`src/aim_pkg.sv`:
```
// constants shared by the analog input limit monitor
package aim_pkg;
  // parameter record byte offsets
  localparam logic [4:0] PAR_DIAG = 5'h00;
  localparam logic [4:0] PAR_WATCH_EN = 5'h02;
  localparam logic [4:0] PAR_HUM_REJECT = 5'h03;
  localparam logic [4:0] PAR_CH0_BASE = 5'h04;
  localparam logic [4:0] PAR_CH1_BASE = 5'h0a;
  // offsets inside one channel block
  localparam logic [2:0] CH_RANGE_OFS = 3'h0;
  localparam logic [2:0] CH_HIGH_MSB_OFS = 3'h2;
  localparam logic [2:0] CH_HIGH_LSB_OFS = 3'h3;
  localparam logic [2:0] CH_LOW_MSB_OFS = 3'h4;
  localparam logic [2:0] CH_LOW_LSB_OFS = 3'h5;
  localparam logic [4:0] PAR_LAST = 5'h0f;
  // interrupt record byte offsets
  localparam logic [2:0] REC_HIGH_HITS = 3'h2;
  localparam logic [2:0] REC_LOW_HITS = 3'h3;
  localparam logic [2:0] REC_STAMP_LSB = 3'h4;
  localparam logic [2:0] REC_STAMP_MSB = 3'h5;
  // field layouts
  localparam int WATCH_CH0_BIT = 0;
  localparam int WATCH_CH1_BIT = 1;
  localparam logic [7:0] WATCH_MASK = 8'h03;
  localparam logic [7:0] HUM_MASK = 8'h0f;
  localparam logic [7:0] FLAG_MASK = 8'h03;
  // diagnostic control codes
  localparam logic [7:0] DIAG_ENABLE = 8'h00;
  localparam logic [7:0] DIAG_DISABLE = 8'h40;
  // mains rejection codes
  localparam logic [1:0] HUM_OFF = 2'h0;
  localparam logic [1:0] HUM_60HZ = 2'h1;
  localparam logic [1:0] HUM_50HZ = 2'h2;
  // range codes
  localparam logic [7:0] RANGE_DEC = 8'h10;
  localparam logic [7:0] RANGE_BIN = 8'h20;
  localparam logic [7:0] RANGE_OFF = 8'hff;
  // scaling limits, two's complement
  localparam logic signed [15:0] DEC_NOMINAL = 16'sh6c00;
  localparam logic signed [15:0] DEC_OVER = 16'sh7eff;
  localparam logic signed [15:0] DEC_UNDER = 16'shed00;
  localparam logic signed [15:0] BIN_NOMINAL = 16'sh4000;
  localparam logic signed [15:0] BIN_OVER = 16'sh5000;
  localparam logic signed [15:0] BIN_UNDER = 16'shf333;
  localparam logic signed [15:0] NOMINAL_ZERO = 16'sh0000;
  // threshold disable codes
  localparam logic [15:0] HIGH_OFF = 16'h7fff;
  localparam logic [15:0] LOW_OFF = 16'h8000;
  // reset values
  localparam logic [7:0] DIAG_RESET = 8'h00;
  localparam logic [7:0] WATCH_RESET = 8'h00;
  localparam logic [7:0] HUM_RESET = 8'h00;
  localparam logic [7:0] RANGE_RESET = 8'h10;
  // microsecond tick
  localparam int CLOCK_HZ = 20000000;
  localparam int TICK_US = 1;
  localparam int TICK_CYCLES = CLOCK_HZ / 1000000 * TICK_US;
  // diagnostic cause bits
  localparam int CAUSE_PARAM = 0;
  localparam int CAUSE_OVER = 1;
  localparam int CAUSE_UNDER = 2;
  localparam int CAUSE_BUF = 3;
  localparam int CAUSE_COMM = 4;
  localparam int CAUSE_LOST = 5;
  localparam int CAUSE_W = 6;
endpackage

```
`src/aim_limit_monitor.sv`:
```
// parameter record, threshold events and interrupt record of a two channel input module
`timescale 1ns/1ns
module aim_limit_monitor (
  // clock and reset
  input wire logic CLOCK,
  input wire logic RSTN,
  // parameter record port
  input wire logic PARAM_WE,
  input wire logic [4:0] PARAM_ADDR,
  input wire logic [7:0] PARAM_WDATA,
  output logic [7:0] PARAM_RDATA,
  // samples from the converter
  input wire logic SAMPLE_VALID,
  input wire logic SAMPLE_CH,
  input wire logic signed [16:0] SAMPLE_RAW,
  // scaled measured values
  output logic MEAS_VALID,
  output logic MEAS_CH,
  output logic [15:0] MEAS_VALUE,
  // front end control
  output logic [1:0] HUM_REJECT_CH0,
  output logic [1:0] HUM_REJECT_CH1,
  output logic [1:0] CH_ACTIVE,
  // process interrupt and record
  output logic PROC_IRQ,
  input wire logic PROC_ACK,
  input wire logic [2:0] REC_ADDR,
  output logic [7:0] REC_RDATA,
  // diagnostics
  input wire logic DIAG_BUF_OVERFLOW,
  input wire logic COMM_ERROR,
  output logic DIAG_IRQ,
  output logic [5:0] DIAG_CAUSE,
  input wire logic DIAG_ACK,
  output logic PARAM_ERROR,
  output logic [31:0] US_TICKER
);
  typedef struct packed {
    // parameter record
    logic [7:0] diag_ctrl;
    logic [7:0] watch_en;
    logic [7:0] hum;
    logic [1:0][7:0] range_code;
    logic [1:0][15:0] high_thr;
    logic [1:0][15:0] low_thr;
    // process interrupt record
    logic [7:0] high_hits;
    logic [7:0] low_hits;
    logic [15:0] stamp;
    logic proc_pending;
    // sticky diagnostic causes
    logic [5:0] cause;
    // last scaled value
    logic meas_valid;
    logic meas_ch;
    logic [15:0] meas_value;
  } aim_state_s;

  aim_state_s st_reg;
  aim_state_s st_next;

  logic [31:0] us_count;
  // per channel results
  logic [1:0] ch_active;
  logic [1:0] ch_perr;
  logic [1:0] ch_over;
  logic [1:0] ch_under;
  logic [1:0] ch_high;
  logic [1:0] ch_low;
  logic [1:0][15:0] ch_value;
  logic [1:0][1:0] ch_hum;
  logic diag_perr;
  // parameter address decode
  logic sel;
  logic [2:0] ofs;
  logic in_ch;
  // event and cause assembly
  logic ch_hit;
  logic [7:0] new_high;
  logic [7:0] new_low;
  logic [5:0] cause_set;
  logic [7:0] rd;

  aim_us_ticker u_ticker (
    .clock(CLOCK),
    .rst_n(RSTN),
    .us_count(us_count)
  );

  assign ch_hum[0] = st_reg.hum[1:0];
  assign ch_hum[1] = st_reg.hum[3:2];

  // per channel checks
  // both checkers see the same raw sample, only the addressed one is used
  genvar gi;
  generate
    for (gi = 0; gi < 2; gi++) begin : g_ch
      aim_chan_check u_check (
        .range_code(st_reg.range_code[gi]),
        .high_thr(st_reg.high_thr[gi]),
        .low_thr(st_reg.low_thr[gi]),
        .hum_code(ch_hum[gi]),
        .raw(SAMPLE_RAW),
        .active(ch_active[gi]),
        .param_err(ch_perr[gi]),
        .value(ch_value[gi]),
        .range_over(ch_over[gi]),
        .range_under(ch_under[gi]),
        .high_hit(ch_high[gi]),
        .low_hit(ch_low[gi])
      );
    end
  endgenerate

  // parameter address split into channel block and offset
  // both blocks share one offset map so a single case serves either channel
  always_comb begin
    sel = 1'b0;
    ofs = 3'h0;
    in_ch = 1'b0;
    if (PARAM_ADDR >= aim_pkg::PAR_CH1_BASE && PARAM_ADDR <= aim_pkg::PAR_LAST) begin
      sel = 1'b1;
      ofs = 3'(PARAM_ADDR - aim_pkg::PAR_CH1_BASE);
      in_ch = 1'b1;
    end else if (PARAM_ADDR >= aim_pkg::PAR_CH0_BASE && PARAM_ADDR < aim_pkg::PAR_CH1_BASE) begin
      ofs = 3'(PARAM_ADDR - aim_pkg::PAR_CH0_BASE);
      in_ch = 1'b1;
    end
  end

  // only the enable and disable codes are legal
  // any other code also keeps the diagnostic interrupt off
  assign diag_perr = (st_reg.diag_ctrl != aim_pkg::DIAG_ENABLE) &&
                     (st_reg.diag_ctrl != aim_pkg::DIAG_DISABLE);

  always_comb begin
    st_next = st_reg;
    // parameter writes, reserved bits and bytes dropped
    if (PARAM_WE) begin
      if (PARAM_ADDR == aim_pkg::PAR_DIAG) begin
        // stored whole so a bad code is seen
        st_next.diag_ctrl = PARAM_WDATA;
      end else if (PARAM_ADDR == aim_pkg::PAR_WATCH_EN) begin
        st_next.watch_en = PARAM_WDATA & aim_pkg::WATCH_MASK;
      end else if (PARAM_ADDR == aim_pkg::PAR_HUM_REJECT) begin
        st_next.hum = PARAM_WDATA & aim_pkg::HUM_MASK;
      end else if (in_ch) begin
        case (ofs)
          aim_pkg::CH_RANGE_OFS: st_next.range_code[sel] = PARAM_WDATA;
          aim_pkg::CH_HIGH_MSB_OFS: st_next.high_thr[sel][15:8] = PARAM_WDATA;
          aim_pkg::CH_HIGH_LSB_OFS: st_next.high_thr[sel][7:0] = PARAM_WDATA;
          aim_pkg::CH_LOW_MSB_OFS: st_next.low_thr[sel][15:8] = PARAM_WDATA;
          aim_pkg::CH_LOW_LSB_OFS: st_next.low_thr[sel][7:0] = PARAM_WDATA;
          // reserved byte inside a channel block
          default: st_next.range_code[sel] = st_reg.range_code[sel];
        endcase
      end
    end

    // scaled value output, deactivated channels give no value
    // the value holds between samples, only the valid strobe pulses
    st_next.meas_valid = SAMPLE_VALID && ch_active[SAMPLE_CH];
    st_next.meas_ch = SAMPLE_CH;
    if (SAMPLE_VALID && ch_active[SAMPLE_CH]) begin
      st_next.meas_value = ch_value[SAMPLE_CH];
    end

    // threshold event of the sampled channel when watched
    new_high = 8'h00;
    new_low = 8'h00;
    new_high[SAMPLE_CH] = ch_high[SAMPLE_CH];
    new_low[SAMPLE_CH] = ch_low[SAMPLE_CH];
    // watch bit gates the event only
    ch_hit = SAMPLE_VALID && st_reg.watch_en[SAMPLE_CH] && (ch_high[SAMPLE_CH] || ch_low[SAMPLE_CH]);

    cause_set = '0;
    cause_set[aim_pkg::CAUSE_PARAM] = diag_perr || (|ch_perr);
    cause_set[aim_pkg::CAUSE_OVER] = SAMPLE_VALID && ch_over[SAMPLE_CH];
    cause_set[aim_pkg::CAUSE_UNDER] = SAMPLE_VALID && ch_under[SAMPLE_CH];
    cause_set[aim_pkg::CAUSE_BUF] = DIAG_BUF_OVERFLOW;
    cause_set[aim_pkg::CAUSE_COMM] = COMM_ERROR;
    // a record still pending means the new event is lost
    cause_set[aim_pkg::CAUSE_LOST] = ch_hit && st_reg.proc_pending && !PROC_ACK;

    // acknowledge clears, a same cycle event wins
    if (PROC_ACK) begin
      st_next.proc_pending = 1'b0;
      st_next.high_hits = 8'h00;
      st_next.low_hits = 8'h00;
    end
    // new record only when none is pending or this edge frees it
    if (ch_hit && (!st_reg.proc_pending || PROC_ACK)) begin
      st_next.proc_pending = 1'b1;
      st_next.high_hits = new_high & aim_pkg::FLAG_MASK;
      st_next.low_hits = new_low & aim_pkg::FLAG_MASK;
      // low half of the microsecond counter
      // the value before this edge, the instant the sample was taken
      st_next.stamp = us_count[15:0];
    end

    // clear first so a cause raised in the same cycle stays
    if (DIAG_ACK) begin
      st_next.cause = '0;
    end
    st_next.cause = st_next.cause | cause_set;
  end

  // parameter bytes come up at their defaults, everything else at zero
  always_ff @(posedge CLOCK or negedge RSTN) begin
    if (!RSTN) begin
      st_reg <= '0;
      st_reg.diag_ctrl <= aim_pkg::DIAG_RESET;
      st_reg.watch_en <= aim_pkg::WATCH_RESET;
      st_reg.hum <= aim_pkg::HUM_RESET;
      st_reg.range_code[0] <= aim_pkg::RANGE_RESET;
      st_reg.range_code[1] <= aim_pkg::RANGE_RESET;
      st_reg.high_thr[0] <= aim_pkg::HIGH_OFF;
      st_reg.high_thr[1] <= aim_pkg::HIGH_OFF;
      st_reg.low_thr[0] <= aim_pkg::LOW_OFF;
      st_reg.low_thr[1] <= aim_pkg::LOW_OFF;
    end else begin
      st_reg <= st_next;
    end
  end

  // parameter read back, reserved bytes read zero
  // masked bits were never stored, so they read zero
  always_comb begin
    rd = 8'h00;
    if (PARAM_ADDR == aim_pkg::PAR_DIAG) begin
      rd = st_reg.diag_ctrl;
    end else if (PARAM_ADDR == aim_pkg::PAR_WATCH_EN) begin
      rd = st_reg.watch_en;
    end else if (PARAM_ADDR == aim_pkg::PAR_HUM_REJECT) begin
      rd = st_reg.hum;
    end else if (in_ch) begin
      case (ofs)
        aim_pkg::CH_RANGE_OFS: rd = st_reg.range_code[sel];
        aim_pkg::CH_HIGH_MSB_OFS: rd = st_reg.high_thr[sel][15:8];
        aim_pkg::CH_HIGH_LSB_OFS: rd = st_reg.high_thr[sel][7:0];
        aim_pkg::CH_LOW_MSB_OFS: rd = st_reg.low_thr[sel][15:8];
        aim_pkg::CH_LOW_LSB_OFS: rd = st_reg.low_thr[sel][7:0];
        default: rd = 8'h00;
      endcase
    end
  end
  assign PARAM_RDATA = rd;

  // interrupt record read
  // flags and stamp bytes
  always_comb begin
    case (REC_ADDR)
      aim_pkg::REC_HIGH_HITS: REC_RDATA = st_reg.high_hits;
      aim_pkg::REC_LOW_HITS: REC_RDATA = st_reg.low_hits;
      aim_pkg::REC_STAMP_LSB: REC_RDATA = st_reg.stamp[7:0];
      aim_pkg::REC_STAMP_MSB: REC_RDATA = st_reg.stamp[15:8];
      default: REC_RDATA = 8'h00;
    endcase
  end

  assign PROC_IRQ = st_reg.proc_pending;
  // enable gate on the diagnostic interrupt
  assign DIAG_IRQ = (st_reg.diag_ctrl == aim_pkg::DIAG_ENABLE) && (|st_reg.cause);

  // sticky causes and the live error level
  assign DIAG_CAUSE = st_reg.cause;
  assign PARAM_ERROR = diag_perr || (|ch_perr);

  // measured values and front end control
  assign MEAS_VALID = st_reg.meas_valid;
  assign MEAS_CH = st_reg.meas_ch;
  assign MEAS_VALUE = st_reg.meas_value;
  assign HUM_REJECT_CH0 = ch_hum[0];
  assign HUM_REJECT_CH1 = ch_hum[1];
  assign CH_ACTIVE = ch_active;

  assign US_TICKER = us_count;
endmodule // aim_limit_monitor

```
`src/aim_us_ticker.sv`:
```
// free running 32-bit microsecond counter
`timescale 1ns/1ns
module aim_us_ticker (
  // clock and reset
  input wire logic clock,
  input wire logic rst_n,
  // count
  output logic [31:0] us_count
);
  typedef struct packed {
    logic [4:0] pre;
    logic [31:0] us;
  } aim_tick_s;

  aim_tick_s st_reg;
  aim_tick_s st_next;

  always_comb begin
    st_next = st_reg;
    if (st_reg.pre == 5'(aim_pkg::TICK_CYCLES - 1)) begin
      st_next.pre = 5'h00;
      st_next.us = st_reg.us + 32'h00000001;
    end else begin
      st_next.pre = st_reg.pre + 5'h01;
    end
  end

  always_ff @(posedge clock or negedge rst_n) begin
    if (!rst_n) begin
      st_reg <= '0;
    end else begin
      st_reg <= st_next;
    end
  end

  assign us_count = st_reg.us;
endmodule // aim_us_ticker

```
`src/aim_chan_check.sv`:
```
// per channel scaling, parameter check and threshold compare
`timescale 1ns/1ns
module aim_chan_check (
  // channel parameters
  input wire logic [7:0] range_code,
  input wire logic [15:0] high_thr,
  input wire logic [15:0] low_thr,
  input wire logic [1:0] hum_code,
  // raw sample, 10 V = 32768
  input wire logic signed [16:0] raw,
  // results
  output logic active,
  output logic param_err,
  output logic signed [15:0] value,
  output logic range_over,
  output logic range_under,
  output logic high_hit,
  output logic low_hit
);
  logic signed [21:0] dec_wide;
  logic signed [21:0] bin_wide;
  logic signed [21:0] scaled;
  logic signed [15:0] nom;
  logic signed [15:0] over_lim;
  logic signed [15:0] under_lim;
  logic high_on;
  logic low_on;
  logic high_bad;
  logic low_bad;

  always_comb begin
    // decimal scale is raw*27/32, binary scale is raw/2
    dec_wide = (22'(raw) * 22'sd27) >>> 5;
    bin_wide = 22'(raw) >>> 1;
    nom = aim_pkg::DEC_NOMINAL;
    over_lim = aim_pkg::DEC_OVER;
    under_lim = aim_pkg::DEC_UNDER;
    scaled = dec_wide;
    if (range_code == aim_pkg::RANGE_BIN) begin
      nom = aim_pkg::BIN_NOMINAL;
      over_lim = aim_pkg::BIN_OVER;
      under_lim = aim_pkg::BIN_UNDER;
      scaled = bin_wide;
    end
    active = (range_code == aim_pkg::RANGE_DEC) || (range_code == aim_pkg::RANGE_BIN);
    // clamp to over and under range
    range_over = active && (scaled >= 22'(over_lim));
    range_under = active && (scaled <= 22'(under_lim));
    if (range_over) begin
      value = over_lim;
    end else if (range_under) begin
      value = under_lim;
    end else begin
      value = scaled[15:0];
    end
    high_on = (high_thr != aim_pkg::HIGH_OFF);
    low_on = (low_thr != aim_pkg::LOW_OFF);
    high_bad = high_on && (($signed(high_thr) < aim_pkg::NOMINAL_ZERO) || ($signed(high_thr) > nom));
    low_bad = low_on && (($signed(low_thr) < aim_pkg::NOMINAL_ZERO) || ($signed(low_thr) > nom));
    param_err = (!active && range_code != aim_pkg::RANGE_OFF) ||
                (active && (high_bad || low_bad || hum_code == 2'h3));
    high_hit = active && high_on && !high_bad && (value > $signed(high_thr));
    low_hit = active && low_on && !low_bad && (value < $signed(low_thr));
  end
endmodule // aim_chan_check

```
`config.mk`:
```
export PLATFORM = sky130hd
export DESIGN_NAME = aim_limit_monitor
export DESIGN_NICKNAME = d
export VERILOG_FILES = /design/src/aim_pkg.sv /design/src/aim_limit_monitor.sv /design/src/aim_us_ticker.sv /design/src/aim_chan_check.sv
export SDC_FILE = /design/constraint.sdc
export NUM_CORES = 1
export LEC_CHECK = 0
export BUFFER_PORTS_ARGS = -buffer_cell sky130_fd_sc_hd__clkbuf_2
export CAP_MARGIN = 20
export CORE_ASPECT_RATIO = 0.75
export CORE_MARGIN = 2
export CORE_UTILIZATION = 30
export CTS_CLUSTER_SIZE = 16
export DETAILED_ROUTE_END_ITERATION = 10
export PLACE_DENSITY_LB_ADDON = 0.12
export SYNTH_ARGS = -nofsm -noshare
export SYNTH_HDL_FRONTEND = slang
export SYNTH_SLANG_ARGS = --single-unit
```
`constraint.sdc`:
```
create_clock -name CLOCK -period 9.76 [get_ports CLOCK]
set_input_delay 0.488 -clock CLOCK [delete_from_list [all_inputs] [get_ports CLOCK]]
set_output_delay 0.488 -clock CLOCK [all_outputs]
set_load 0.005 [all_outputs]
```
==> flow_summary.yaml <==
synth:
  post_synth_num_cell_types: 94
  syn-instance-count: 1645
  synth_top_cell_area_share_pct: 24.2
  synth-async-reset-ratio_pct: 100
  avgSynthCellArea_um2: 8.92
  ys_ff_latch: 176
  yosys-top-cells-area: "dfrtp_1, ha_1, dfstp_2"
  ys.flop_type: "dfrtp_1"
  syn_area_um2: 14700
  synth_fp_nets: 1840
  ys_warn_count: 0
  synth_edf_count: 0
  yosys.area.top_type: "dfrtp_1"
  synth_seq_area_share_pct: 30.3
die:
  start_util_pct: 30.3
  dieArea_um2: 50700
  die_h_um: 196
  coreArea_um2: 48500
  die_x_um: 259
  ios: 123
  core.rowCount: 70
routing:
  top_layer: "met5"
  viasPerCell: 5.50
  wirelength_um: 54600
  wl_met1_um: 28600
  wire_per_inst_um: 23.2
  drtPass1Iterations: 9
  route.detailed.drc: 0
  wl_met3_um: 4170
  ant_nets: 0
  dr_wl_met2_um: 21100
  dr.first_iter.drc_count: 1419
  vias: 12962
global_routing:
  grt-ovfl-total: 0
  antenna_found_initial: 2
  grt_max_degree: 106
  grt_pass1_wl_um: 82900
  grt_pass1_vias: 12379
  grt.total_usage_pct: 21.8
power:
  p_clk_share_pct: 17.2
  seq_power_share_pct: 24.3
  switching_share_pct: 47.8
  p_int_mw: 2.13
  p_leak_nw: 7.46
  power_mw: 4.07
  p_per_area_nw_per_um2: 251
  power.switching_mw: 1.95
  max-vdd-ir-drop_uv: 136
  pwr-share-comb_pct: 58.6
setup_path:
  slowest_stage: "nor4_1"
  cp_max_fo: 19
  r2r_start: "st_reg[135]"
  cpPeakStageDelay_ps: 720
  r2r-end: "st_reg[39]"
  worstSetupPathType: "input pin to flop"
  required_ps: 10100
  worstPathArrival_ps: 9240
  critPathMostFrequentCell: "a21o_1"
  reg2reg_setup_slack_ps: 1820
  start_kind: "input pin"
  reg2regPathDepth: 27
  endpoint_kind: "flop"
placement:
  port_buffers: 122
  hpwl_um: 42800
  place_congestion: 0.896
  place_area_um2: 15600
  dp.cells: 2323
  place_ws_ps: 497
run:
  maxCapViolCount: 0
timing:
  post-route-min-period_ps: 8890
  finClkSkew_ps: 19.0
  setup_tns_ps: 0
  fin_ws_ps: 869
  setup_viol: 0
  fin_crit_sh_pct: 91.1
  holdWs_ps: 123
  relSlewSlack_pct: 25.0
  final_hold_viol_count: 0
  grt_setup_unrepaired: "false"
  tightest_slew_ps: 1120
  fmax_mhz: 112
  drv_slew: 0
cells_and_area:
  fin_nets: 1890
  largest_register_ff_count: 110
  layout-drive-gt1-share_pct: 19.5
  design_area_um2: 16200
  finalNonFillerCells: 2356
  n_antenna_cell: 0
  syn_to_final_growth_pct: 10.5
  final_util_pct: 33.4
clocking:
  root_buffer: "clkbuf_16"
  cts_made_buffers: 17
  cts_hold_buf: 0
  clk_path_buf_depth: 2
  cts_tree: "built"
  htreeDepth: 4
  cts_setup_buffers: 0
  clkLatencyLatePin_ps: 460
  cts_resized: 0
  clk_pin_slew_ps: 70
  clock_sinks: 176
status:
  status: "finished, final reports clean"
hold_path:
  hp-class: "input pin to async pin"
[per-layer routing]
metal,vias to the layer above,track usage (%)
met2,473,28.8
met3,39,4.54
met4,2,4.28
li1,6032,-
met5,-,0
met1,6416,35.4
[power groups by stage]
stage / sequential, mW / combinational (mW) / clock (mW)
2_1_floorplan: 0.916 / 1.61 / 0
3_3_place_gp: 0.995 / 2.34 / 0
3_5_place_dp: 0.995 / 2.34 / 0
4_1_cts: 0.983 / 2.35 / 0.716
5_1_grt: 0.998 / 2.65 / 0.748
6_report: 0.989 / 2.38 / 0.699
[kinds of logic after synthesis]
kind of cell | Yosys count | synth area share, %
mux | 91 | 7.13
fa+ha+maj | 153 | 14.4
flops | 176 | 30.3
xor+xnor | 51 | 3.14
compound gates | 413 | 19.5
buf+inv | 259 | 8.45
simple gates | 502 | 17.1
[layout make-up]
cell class                      count  area, um2
Fill cell                        5114      32300
Multi-Input combinational cell   1210       9000
Sequential cell                   176       4450
Timing Repair Buffer              156        887
Tap cell                          648        811
Inverter                          134        503
Clock buffer                       18        429
Clock inverter                     14        145
[placed cells by master (no fill, tap or decap), types with 11 or more instances in the layout]
cell type	n
xor2_1	12
fa_1	27
o21ai_0	122
a211oi_1	11
clkbuf_16	17
nor2b_1	15
o22ai_1	17
inv_1	131
and3_1	21
a21o_1	33
clkbuf_2	121
xnor2_1	37
nand2b_1	14
dfrtp_1	142
ha_1	126
nor2_1	102
a21oi_1	63
nor3_1	32
nor4_1	30
a31oi_1	14
nand4_1	42
nand2_1	144
a22o_1	19
buf_4	33
dfstp_2	34
mux2i_1	21
nand3_1	43
mux2_2	59
[worst max-delay path, delay by kind of cell]
kind,cells,cell delay [ps]
AOI/OAI and AO/OA,12,3140
and+or+nand+nor,9,2620
adders and majority gates,5,2090
buffers and inverters,4,520
muxes,1,350
[cell usage after synthesis, drive strengths merged, types with 34 or more instances]
cell and instances:
nand2 144, dfrtp 142, inv 131, ha 126
o21ai 125, nor2 102, buf 75, a21oi 68
mux2 68, clkbuf 50, nand3 43, nand4 43
xnor2 37, dfstp 34
[how the worst max path moves through the flow]
stage                            end     startpoint  cells past startpoint  slack, ps
after global routing      st_reg[37]  SAMPLE_RAW[8]                     31        420
after detailed placement  st_reg[37]  SAMPLE_RAW[5]                     31        500
final                     st_reg[39]  SAMPLE_RAW[6]                     31        870
after global placement    st_reg[39]  SAMPLE_RAW[6]                     31        450
after floorplan           st_reg[30]  SAMPLE_RAW[8]                     32       1920
after CTS                 st_reg[39]  SAMPLE_RAW[5]                     31        980
(Power assumes the default switching activity.)
